<file path="config.mk">
export PLATFORM = sky130hd
export DESIGN_NAME = dual_8bit_timer_capture
export DESIGN_NICKNAME = d
export VERILOG_FILES = /design/src/verilog/dual_timer_pkg.sv /design/src/verilog/dual_8bit_timer_capture.sv
export SDC_FILE = /design/constraint.sdc
export NUM_CORES = 1
export LEC_CHECK = 0
export BUFFER_PORTS_ARGS = -buffer_cell sky130_fd_sc_hd__buf_2
export CORE_AREA = 2 2 87 110
export CTS_CLUSTER_DIAMETER = 150
export DETAILED_ROUTE_END_ITERATION = 10
export DIE_AREA = 0 0 89 112
export GPL_ROUTABILITY_DRIVEN = 0
export GPL_TIMING_DRIVEN = 0
export PLACE_DENSITY = 0.82
export SETUP_SLACK_MARGIN = 0.15
export SYNTH_ARGS = -nofsm -noshare
export SYNTH_HDL_FRONTEND = slang
export SYNTH_SLANG_ARGS = --single-unit
</file>
<file path="constraint.sdc">
create_clock -name clk_i -period 5.68 [get_ports clk_i]
set_input_delay 0.568 -clock clk_i [delete_from_list [all_inputs] [get_ports clk_i]]
set_output_delay 0.568 -clock clk_i [all_outputs]
set_load 0.02 [all_outputs]
</file>
<file path="src/verilog/dual_timer_pkg.sv">
// constants for the dual 8-bit timer/capture block
// assumes a byte-wide register port with a 4-bit address
package dual_timer_pkg;

  // ----------------------------------------------------------------
  // register map
  // ----------------------------------------------------------------
  localparam logic [3:0] ADDR_CTRL0  = 4'h0;
  localparam logic [3:0] ADDR_DATA0  = 4'h1;
  localparam logic [3:0] ADDR_CTRL1  = 4'h2;
  localparam logic [3:0] ADDR_DATA1  = 4'h3;
  localparam logic [3:0] ADDR_EXTIRQ = 4'h4;
  localparam logic [3:0] ADDR_STATUS = 4'h5;
  localparam logic [3:0] ADDR_MASK   = 4'h6;

  // ----------------------------------------------------------------
  // field positions
  // ----------------------------------------------------------------
  localparam int CTRL_RUN    = 0;
  localparam int CTRL_SEL    = 1;
  localparam int CTRL0_CAP   = 4;
  localparam int CTRL1_CAP   = 3;
  localparam int CTRL1_WIDE  = 4;
  localparam int CTRL_CLR    = 5;
  localparam int EXT_POL     = 0;
  localparam int EXT_BOTH    = 2;
  localparam int ST_MATCH0   = 0;
  localparam int ST_MATCH1   = 1;
  localparam int ST_FIRST_TIMER_CAPTURE_ENABLE     = 2;
  localparam int ST_SECOND_TIMER_CAPTURE_ENABLE     = 3;

  // ----------------------------------------------------------------
  // reset values and widths
  // ----------------------------------------------------------------
  localparam logic [7:0]  BYTE_RST = 8'h00;
  localparam logic [3:0]  NIB_RST  = 4'h0;
  localparam logic [1:0]  PAIR_RST = 2'h0;
  localparam logic [11:0] PRE_RST  = 12'h000;
  localparam int          PRE_W    = 12;

  // prescaler tap: the divider is 2 to the power of the tap
  localparam int TAP_DIV1    = 0;
  localparam int TAP_DIV2    = 1;
  localparam int TAP_DIV4    = 2;
  localparam int TAP_DIV16   = 4;
  localparam int TAP_DIV64   = 6;
  localparam int TAP_DIV256  = 8;
  localparam int TAP_DIV1024 = 10;
  localparam int TAP_DIV4096 = 12;

  typedef enum logic [2:0] {
    SEL0_DIV2    = 3'h0,
    SEL0_DIV4    = 3'h1,
    SEL0_DIV16   = 3'h2,
    SEL0_DIV64   = 3'h3,
    SEL0_DIV256  = 3'h4,
    SEL0_DIV1024 = 3'h5,
    SEL0_DIV4096 = 3'h6,
    SEL0_EXT     = 3'h7
  } first_sel_t;

  typedef enum logic [1:0] {
    SEL1_DIV1  = 2'h0,
    SEL1_DIV2  = 2'h1,
    SEL1_DIV16 = 2'h2,
    SEL1_OVF   = 2'h3
  } second_sel_t;

endpackage : dual_timer_pkg

</file>
<file path="src/verilog/dual_8bit_timer_capture.sv">
// dual 8-bit timer/counter with compare match and capture
// assumes a synchronous register port and inputs synchronous to clk_i
// How it works
// - each timer has its own 8-bit counter and 8-bit compare register
// - first timer clocks at prescale 2..4096 or the external count input
// - second timer clocks at prescale 1, 2, 16 or first timer overflow
// - counters step on their clock; equal to compare raises the interrupt
// - external count input advances the first timer on rising edges
// - selecting the external count input turns its pin to input
// - the second timer cannot use the external count input
// - wide mode, low compare zero: match at high compare plus one
// - capture enable one selects capture mode with any clock source
// - match interrupt still works in capture mode
// - a capture event loads the current count into capture data
// - after capture the counter clears and restarts from zero
// - capture trigger is the external irq input, edge and polarity set
// - data address reads capture data in capture mode, else the counter
// - wide capture acts like 8-bit capture over 16 bits
`timescale 1ns/100ps
module dual_8bit_timer_capture (
  input  wire logic       clk_i,
  input  wire logic       rst_n_i,
  input  wire logic [3:0] addr_i,
  input  wire logic [7:0] wdata_i,
  input  wire logic       wr_i,
  input  wire logic       rd_i,
  output logic      [7:0] rdata_o,
  input  wire logic       external_count_input_i,
  output logic            ext_count_pin_input_o,
  input  wire logic       first_external_irq_input_i,
  input  wire logic       second_external_irq_input_i,
  output logic            irq_o
);

  // ----------------------------------------------------------------
  // decoders
  // ----------------------------------------------------------------
  function automatic logic div_tick(
    input logic [dual_timer_pkg::PRE_W-1:0] pre,
    input int                               tap
  );
    logic [dual_timer_pkg::PRE_W-1:0] m;
    m = ~({dual_timer_pkg::PRE_W{1'b1}} << tap);
    div_tick = ((pre & m) == m);
  endfunction : div_tick

  // both=1 fires on either edge, else pol picks rising (1) or falling
  function automatic logic edge_hit(
    input logic now,
    input logic was,
    input logic pol,
    input logic both
  );
    edge_hit = both ? (now ^ was)
                    : (pol ? (now & ~was) : (~now & was));
  endfunction : edge_hit

  // ----------------------------------------------------------------
  // state
  // ----------------------------------------------------------------
  logic [11:0] pre;
  logic        ec_prev;
  logic        irq0_prev;
  logic        irq1_prev;
  logic        run0;
  logic        run1;
  dual_timer_pkg::first_sel_t  first_timer_clock_select;
  dual_timer_pkg::second_sel_t second_timer_clock_select;
  logic        first_timer_capture_enable;
  logic        second_timer_capture_enable;
  logic        wide_mode_enable;
  logic [7:0]  first_timer_compare_data;
  logic [7:0]  second_timer_compare_data;
  logic [7:0]  first_timer_counter;
  logic [7:0]  second_timer_counter;
  logic [7:0]  first_timer_capture_data;
  logic [7:0]  second_timer_capture_data;
  logic [1:0]  ext_irq_polarity_select;
  logic [1:0]  ext_irq_edge_select;
  logic [3:0]  status;
  logic [3:0]  mask;

  logic [11:0] next_pre;
  logic        next_run0;
  logic        next_run1;
  dual_timer_pkg::first_sel_t  next_sel0;
  dual_timer_pkg::second_sel_t next_sel1;
  logic        next_capen0;
  logic        next_capen1;
  logic        next_wide;
  logic [7:0]  next_cmp0;
  logic [7:0]  next_cmp1;
  logic [7:0]  next_cnt0;
  logic [7:0]  next_cnt1;
  logic [7:0]  next_first_timer_capture_enable;
  logic [7:0]  next_second_timer_capture_enable;
  logic [1:0]  next_pol;
  logic [1:0]  next_both;
  logic [3:0]  next_status;
  logic [3:0]  next_mask;
  logic [7:0]  next_rdata;

  logic        tick0;
  logic        tick1;
  logic        ovf0;
  logic        trig0;
  logic        trig1;
  logic        cap_evt0;
  logic        cap_evt1;
  logic        clr0_wr;
  logic        clr1_wr;
  logic        match0_evt;
  logic        match1_evt;
  logic [7:0]  hi_target;
  logic        show_second_timer_capture_enable;

  // ----------------------------------------------------------------
  // clock selection
  // ----------------------------------------------------------------
  always_comb begin
    tick0 = 1'b0;
    case (first_timer_clock_select)
      dual_timer_pkg::SEL0_DIV2:
        tick0 = div_tick(pre, dual_timer_pkg::TAP_DIV2);
      dual_timer_pkg::SEL0_DIV4:
        tick0 = div_tick(pre, dual_timer_pkg::TAP_DIV4);
      dual_timer_pkg::SEL0_DIV16:
        tick0 = div_tick(pre, dual_timer_pkg::TAP_DIV16);
      dual_timer_pkg::SEL0_DIV64:
        tick0 = div_tick(pre, dual_timer_pkg::TAP_DIV64);
      dual_timer_pkg::SEL0_DIV256:
        tick0 = div_tick(pre, dual_timer_pkg::TAP_DIV256);
      dual_timer_pkg::SEL0_DIV1024:
        tick0 = div_tick(pre, dual_timer_pkg::TAP_DIV1024);
      dual_timer_pkg::SEL0_DIV4096:
        tick0 = div_tick(pre, dual_timer_pkg::TAP_DIV4096);
      dual_timer_pkg::SEL0_EXT:
        tick0 = external_count_input_i & ~ec_prev;
      default:
        tick0 = 1'b0;
    endcase
    tick0 = tick0 & run0;
    ovf0  = tick0 && (first_timer_counter == 8'hFF);
  end

  // the second timer has no path to the external count input
  always_comb begin
    tick1 = 1'b0;
    case (second_timer_clock_select)
      dual_timer_pkg::SEL1_DIV1:
        tick1 = div_tick(pre, dual_timer_pkg::TAP_DIV1);
      dual_timer_pkg::SEL1_DIV2:
        tick1 = div_tick(pre, dual_timer_pkg::TAP_DIV2);
      dual_timer_pkg::SEL1_DIV16:
        tick1 = div_tick(pre, dual_timer_pkg::TAP_DIV16);
      dual_timer_pkg::SEL1_OVF:
        tick1 = ovf0;
      default:
        tick1 = 1'b0;
    endcase
    tick1 = wide_mode_enable ? ovf0 : (tick1 & run1);
  end

  assign ext_count_pin_input_o =
    (first_timer_clock_select == dual_timer_pkg::SEL0_EXT);

  // ----------------------------------------------------------------
  // capture triggers and software clears
  // ----------------------------------------------------------------
  assign trig0 = edge_hit(first_external_irq_input_i, irq0_prev,
                          ext_irq_polarity_select[0],
                          ext_irq_edge_select[0]);
  assign trig1 = edge_hit(second_external_irq_input_i, irq1_prev,
                          ext_irq_polarity_select[1],
                          ext_irq_edge_select[1]);
  assign cap_evt0 = first_timer_capture_enable & trig0;
  // wide capture is triggered by the first input for both bytes
  assign cap_evt1 = wide_mode_enable ? cap_evt0
                  : (second_timer_capture_enable & trig1);
  assign clr0_wr = wr_i && (addr_i == dual_timer_pkg::ADDR_CTRL0)
                   && wdata_i[dual_timer_pkg::CTRL_CLR];
  assign clr1_wr = wr_i && (addr_i == dual_timer_pkg::ADDR_CTRL1)
                   && wdata_i[dual_timer_pkg::CTRL_CLR];

  // ----------------------------------------------------------------
  // compare match
  // ----------------------------------------------------------------
  // low compare zero pushes the high target one further on
  assign hi_target = (first_timer_compare_data == 8'h00)
                   ? second_timer_compare_data + 8'h01
                   : second_timer_compare_data;

  always_comb begin
    match0_evt = 1'b0;
    match1_evt = 1'b0;
    // a software clear is not a counting step, so it never matches
    if (wide_mode_enable) begin
      match0_evt = tick0 && !cap_evt0 && !clr0_wr && !clr1_wr
        && (first_timer_counter + 8'h01 == first_timer_compare_data)
        && ((ovf0 ? second_timer_counter + 8'h01
                  : second_timer_counter) == hi_target);
    end else begin
      match0_evt = tick0 && !cap_evt0 && !clr0_wr
        && (first_timer_counter + 8'h01
            == first_timer_compare_data);
      match1_evt = tick1 && !cap_evt1 && !clr1_wr
        && (second_timer_counter + 8'h01
            == second_timer_compare_data);
    end
  end

  // ----------------------------------------------------------------
  // counters and capture registers
  // ----------------------------------------------------------------
  always_comb begin
    next_pre  = pre + 12'h001;
    next_cnt0 = first_timer_counter;
    next_cnt1 = second_timer_counter;
    next_first_timer_capture_enable = first_timer_capture_data;
    next_second_timer_capture_enable = second_timer_capture_data;
    if (tick0) begin
      next_cnt0 = first_timer_counter + 8'h01;
    end
    if (tick1) begin
      next_cnt1 = second_timer_counter + 8'h01;
    end
    if (cap_evt0) begin
      next_first_timer_capture_enable = first_timer_counter;
      next_cnt0 = 8'h00;
    end
    if (cap_evt1) begin
      next_second_timer_capture_enable = second_timer_counter;
      next_cnt1 = 8'h00;
    end
    if (clr0_wr) begin
      next_cnt0 = 8'h00;
    end
    if (clr1_wr) begin
      next_cnt1 = 8'h00;
    end
  end

  // ----------------------------------------------------------------
  // register writes
  // ----------------------------------------------------------------
  always_comb begin
    next_run0   = run0;
    next_run1   = run1;
    next_sel0   = first_timer_clock_select;
    next_sel1   = second_timer_clock_select;
    next_capen0 = first_timer_capture_enable;
    next_capen1 = second_timer_capture_enable;
    next_wide   = wide_mode_enable;
    next_cmp0   = first_timer_compare_data;
    next_cmp1   = second_timer_compare_data;
    next_pol    = ext_irq_polarity_select;
    next_both   = ext_irq_edge_select;
    next_mask   = mask;
    if (wr_i) begin
      case (addr_i)
        dual_timer_pkg::ADDR_CTRL0: begin
          next_run0   = wdata_i[dual_timer_pkg::CTRL_RUN];
          next_sel0   = dual_timer_pkg::first_sel_t'(wdata_i[3:1]);
          next_capen0 = wdata_i[dual_timer_pkg::CTRL0_CAP];
        end
        dual_timer_pkg::ADDR_CTRL1: begin
          next_run1   = wdata_i[dual_timer_pkg::CTRL_RUN];
          next_sel1   = dual_timer_pkg::second_sel_t'(wdata_i[2:1]);
          next_capen1 = wdata_i[dual_timer_pkg::CTRL1_CAP];
          next_wide   = wdata_i[dual_timer_pkg::CTRL1_WIDE];
        end
        dual_timer_pkg::ADDR_DATA0:  next_cmp0 = wdata_i;
        dual_timer_pkg::ADDR_DATA1:  next_cmp1 = wdata_i;
        dual_timer_pkg::ADDR_EXTIRQ: begin
          next_pol  = wdata_i[1:0];
          next_both = wdata_i[3:2];
        end
        dual_timer_pkg::ADDR_MASK:   next_mask = wdata_i[3:0];
        default: next_mask = mask;
      endcase
    end
  end

  // ----------------------------------------------------------------
  // sticky status, write one to clear; a new event beats the clear
  // ----------------------------------------------------------------
  always_comb begin
    next_status = status;
    if (wr_i && (addr_i == dual_timer_pkg::ADDR_STATUS)) begin
      next_status = status & ~wdata_i[3:0];
    end
    next_status[dual_timer_pkg::ST_MATCH0] =
      next_status[dual_timer_pkg::ST_MATCH0] | match0_evt;
    next_status[dual_timer_pkg::ST_MATCH1] =
      next_status[dual_timer_pkg::ST_MATCH1] | match1_evt;
    next_status[dual_timer_pkg::ST_FIRST_TIMER_CAPTURE_ENABLE] =
      next_status[dual_timer_pkg::ST_FIRST_TIMER_CAPTURE_ENABLE] | cap_evt0;
    next_status[dual_timer_pkg::ST_SECOND_TIMER_CAPTURE_ENABLE] =
      next_status[dual_timer_pkg::ST_SECOND_TIMER_CAPTURE_ENABLE]
      | (cap_evt1 & ~wide_mode_enable);
  end

  assign irq_o = |(status & mask);

  // ----------------------------------------------------------------
  // read data, valid only in the cycle after the strobe
  // ----------------------------------------------------------------
  assign show_second_timer_capture_enable = wide_mode_enable ? first_timer_capture_enable
                                      : second_timer_capture_enable;

  always_comb begin
    next_rdata = 8'h00;
    if (rd_i) begin
      case (addr_i)
        dual_timer_pkg::ADDR_CTRL0:
          next_rdata = {3'h0, first_timer_capture_enable,
                        first_timer_clock_select, run0};
        dual_timer_pkg::ADDR_DATA0:
          next_rdata = first_timer_capture_enable
                     ? first_timer_capture_data : first_timer_counter;
        dual_timer_pkg::ADDR_CTRL1:
          next_rdata = {3'h0, wide_mode_enable,
                        second_timer_capture_enable,
                        second_timer_clock_select, run1};
        dual_timer_pkg::ADDR_DATA1:
          next_rdata = show_second_timer_capture_enable
                     ? second_timer_capture_data : second_timer_counter;
        dual_timer_pkg::ADDR_EXTIRQ:
          next_rdata = {4'h0, ext_irq_edge_select,
                        ext_irq_polarity_select};
        dual_timer_pkg::ADDR_STATUS: next_rdata = {4'h0, status};
        dual_timer_pkg::ADDR_MASK:   next_rdata = {4'h0, mask};
        default:                     next_rdata = 8'h00;
      endcase
    end
  end

  // ----------------------------------------------------------------
  // registers
  // ----------------------------------------------------------------
  always_ff @(posedge clk_i or negedge rst_n_i) begin
    if (!rst_n_i) begin
      pre                         <= dual_timer_pkg::PRE_RST;
      ec_prev                     <= 1'b0;
      irq0_prev                   <= 1'b0;
      irq1_prev                   <= 1'b0;
      run0                        <= 1'b0;
      run1                        <= 1'b0;
      first_timer_clock_select    <= dual_timer_pkg::SEL0_DIV2;
      second_timer_clock_select   <= dual_timer_pkg::SEL1_DIV1;
      first_timer_capture_enable  <= 1'b0;
      second_timer_capture_enable <= 1'b0;
      wide_mode_enable            <= 1'b0;
      first_timer_compare_data    <= dual_timer_pkg::BYTE_RST;
      second_timer_compare_data   <= dual_timer_pkg::BYTE_RST;
      first_timer_counter         <= dual_timer_pkg::BYTE_RST;
      second_timer_counter        <= dual_timer_pkg::BYTE_RST;
      first_timer_capture_data    <= dual_timer_pkg::BYTE_RST;
      second_timer_capture_data   <= dual_timer_pkg::BYTE_RST;
      ext_irq_polarity_select     <= dual_timer_pkg::PAIR_RST;
      ext_irq_edge_select         <= dual_timer_pkg::PAIR_RST;
      status                      <= dual_timer_pkg::NIB_RST;
      mask                        <= dual_timer_pkg::NIB_RST;
      rdata_o                     <= dual_timer_pkg::BYTE_RST;
    end else begin
      pre                         <= next_pre;
      ec_prev                     <= external_count_input_i;
      irq0_prev                   <= first_external_irq_input_i;
      irq1_prev                   <= second_external_irq_input_i;
      run0                        <= next_run0;
      run1                        <= next_run1;
      first_timer_clock_select    <= next_sel0;
      second_timer_clock_select   <= next_sel1;
      first_timer_capture_enable  <= next_capen0;
      second_timer_capture_enable <= next_capen1;
      wide_mode_enable            <= next_wide;
      first_timer_compare_data    <= next_cmp0;
      second_timer_compare_data   <= next_cmp1;
      first_timer_counter         <= next_cnt0;
      second_timer_counter        <= next_cnt1;
      first_timer_capture_data    <= next_first_timer_capture_enable;
      second_timer_capture_data   <= next_second_timer_capture_enable;
      ext_irq_polarity_select     <= next_pol;
      ext_irq_edge_select         <= next_both;
      status                      <= next_status;
      mask                        <= next_mask;
      rdata_o                     <= next_rdata;
    end
  end
endmodule : dual_8bit_timer_capture

</file>
==> results.sh <==
export IMPL_outcome="finished clean"
export IMPL_fp_dieH_um=112
export IMPL_synth_nets=529
export IMPL_worst_setup_path_type="reg -> reg"
export IMPL_fin_crit_sh_pct=52.1
export IMPL_power_density_nw_per_um2=361
export IMPL_path_buf_inv=1
export IMPL_rows=39
export IMPL_hpwl_um=8890
export IMPL_drtIter0Drc=279
export IMPL_drive_gt1_share_pct=21.3
export IMPL_grt_usage_pct=26.5
export IMPL_critPathTopFamily="simple AND/OR/NAND/NOR gates"
export IMPL_clock_sinks=93
export IMPL_start_util_pct=58.9
export IMPL_synth_seq_cells=93
export IMPL_cp_arrival_ns=3.23
export IMPL_grt_ovfl_total=0
export IMPL_yosys_warnings=0
export IMPL_drcViolationCount=0
export IMPL_tns_ns=0
export IMPL_async_flop_share_pct=100
export IMPL_synthCells=502
export IMPL_cts_resized=0
export IMPL_ant_nets=0
export IMPL_path_max_fanout=10
export IMPL_final_cell_mix="dfrtp_1 (93), mux2_2 (52), nand2_1 (43), nor2_1 (35), xnor2_1 (30)"
export IMPL_cts_root_buf="clkbuf_16"
export IMPL_cp_depth=9
export IMPL_cp_required_ns=5.95
export IMPL_cts_tree="built"
export IMPL_numCtsBuffers=9
export IMPL_crit_path_max_incr_delay_ns=0.58
export IMPL_post_drt_wl_per_cell_um=18.2
export IMPL_io_pins=29
export IMPL_p_leak_nw=2.64
export IMPL_routed_via_count=4052
export IMPL_synth_area_leaders="dfrtp_1 (44%), mux2_2 (11%), xnor2_1 (5.0%)"
export IMPL_vias_per_cell=6.07
export IMPL_htree_levels=3
export IMPL_synthFlopType="dfrtp_1"
export IMPL_worstMarginPinSlew_ns=1.09
export IMPL_hp_class="in -> async"
export IMPL_clockBufferDepth=2
export IMPL_critPathSlowestCell="a2111oi_2"
export IMPL_dieArea_um2=9970
export IMPL_crit_path_cell_trace="ha_1 > nand3_1 > nor2_1 > nand3_1 > a2111oi_2 > nor2_1 > clkbuf_1 > or3_1 > a21oi_1"
export IMPL_layout_min_cycle_time_ns=2.96
export IMPL_nNetsFinal=566
export IMPL_insertion_delay_ns=0.35
export IMPL_die_w_um=89
export IMPL_core_area_um2=8980
export IMPL_final_common_cell="dfrtp_1"
export IMPL_cp_end_kind="register"
export IMPL_clk_pin_slew_ns=0.07
export IMPL_max_slew_margin_pct=27.2
export IMPL_insertedDiodeCount=0
export IMPL_synth_edf_count=0
export IMPL_cp_start_kind="register"
export IMPL_synth_top_area_share_pct=44.0
export IMPL_r2r_cells=9
export IMPL_peakVddDrop_uv=294
export IMPL_syn_area_per_cell_um2=10.5
export IMPL_maxCapViolCount=0
export IMPL_seq_area_frac_synth_pct=44.0
export IMPL_finalHoldViolations=0
export IMPL_cts_setup_buffers=0
export IMPL_finClkSkew_ns=0.00884
export IMPL_fmax_mhz=338
export IMPL_ctsHoldBuffers=0
export IMPL_portBuffers=25
export IMPL_grt_first_pass_wirelength_um=20200
export IMPL_drv_slew=0
export IMPL_total_power_mw=2.13
export IMPL_drt_wl_total_um=12200
export IMPL_rsz0062_at_grt="false"
export IMPL_syn_to_final_growth_pct=11.5
export IMPL_setup_viol=0
export IMPL_yosysTopAreaCell="dfrtp_1"
export IMPL_ys_types=53
export IMPL_hold_ws_ns=0.178
export IMPL_drt_first_pass_iters=5
export IMPL_grt_max_degree=58
export IMPL_antenna_found_initial=0
export IMPL_first_global_vias=4144
export IMPL_netlist_area_um2=5290
-- worst paths after layout --
kind	from	endpoint	slack, ns
worst min register to register	pre[10]$_DFF_PN0_	pre[10]$_DFF_PN0_	0.47
min in group clk_i	first_external_irq_input_i	irq0_prev$_DFF_PN0_	0.35
worst max-delay path	first_timer_counter[0]$_DFFE_PN0P_	second_timer_counter[5]$_DFFE_PN0P_	2.72
max in group asynchronous	rst_n_i	second_timer_compare_data[0]$_DFFE_PN0P_	4.87
worst min-delay path	rst_n_i	mask[3]$_DFFE_PN0P_	0.18
worst max register to register	first_timer_counter[0]$_DFFE_PN0P_	second_timer_counter[5]$_DFFE_PN0P_	2.72
-- kinds of logic (layout without fill, tap and decap cells) --
family          count (synthesis)  count (layout)  share of synthesized area [%]
mux                            72              72                           15.1
simple gates                  163             163                           16.1
buf+inv                        32              74                           2.84
xor+xnor                       57              57                           10.3
compound gates                 77              77                           9.77
flops                          93              93                           44.0
fa+ha+maj                       8               8                           1.89
-- registers in the layout (all words and copies together), names as in the netlist, 4 cells and up --
name,count
pre,12
first_timer_compare_data,8
first_timer_counter,8
rdata_o,8
second_timer_compare_data,8
status,4
mask,4
second_timer_capture_data,8
first_timer_capture_data,8
second_timer_counter,8
-- Yosys cell counts, types with 3 or more instances --
cell type and count:
and3_1 7, a22oi_1 8, or2_2 4, o211ai_1 5, and2_1 9, nor3_1 14
xor2_1 24, mux2i_1 19, nor2_1 35, nand3_1 19, nand2b_1 3, a21oi_1 19
buf_2 4, nor3b_1 3, nor2b_1 4, dfrtp_1 93, o31ai_1 4, nand2_1 43
a211oi_1 3, inv_1 10, ha_1 8, o21ai_0 14, o31a_1 3, nor4_4 3
nand4_1 6, mux2_2 52, clkbuf_1 12, or3_1 4, o22ai_1 8, nor4_1 3
xnor2_1 30
-- metal layers --
metal	routed length (um)	track usage, %	vias to the layer above
met3	674	5.49	54
met1	4940	33.9	1956
met2	5980	42.6	175
li1	-	-	1867
met4	554	12.6	0
met5	0	0	-
-- report_power, final --
group          internal, mW  switching, mW
clock                 0.344          0.260
combinational         0.297          0.334
sequential            0.768          0.125
-- stage by stage --
| step | utilization (%) | instance area (um^2) | setup WS, ns | cells |
|---|---|---|---|---|
| final | 65.6 | 5890 | 2.72 | 667 |
| after CTS | 65.6 | 5890 | 2.75 | 667 |
| after detailed placement | 62.3 | 5600 | 2.78 | 651 |
| after global placement | 62.0 | 5570 | 2.86 | 650 |
| after floorplan | - | 5290 | 3.33 | 502 |
| after global routing | 65.6 | 5890 | 2.53 | 667 |
-- layout make-up --
type | count | area (um^2)
tap | 123 | 154
clock buffer | 10 | 229
sequential | 93 | 2330
buffer | 22 | 113
clock inverter | 6 | 68.8
timing repair buffer | 26 | 155
inverter | 10 | 37.5
fill | 735 | 3080
multi-input combinational | 377 | 2810
-- worst reg2reg max path: stages (launching register included) --
cell and delay [ns]:
dfrtp_1 0.48, ha_1 0.29, nand3_1 0.14, nor2_1 0.26
nand3_1 0.27, a2111oi_2 0.58, nor2_1 0.12, clkbuf_1 0.25
or3_1 0.35, a21oi_1 0.15
Power figures use the tool's default switching activity.
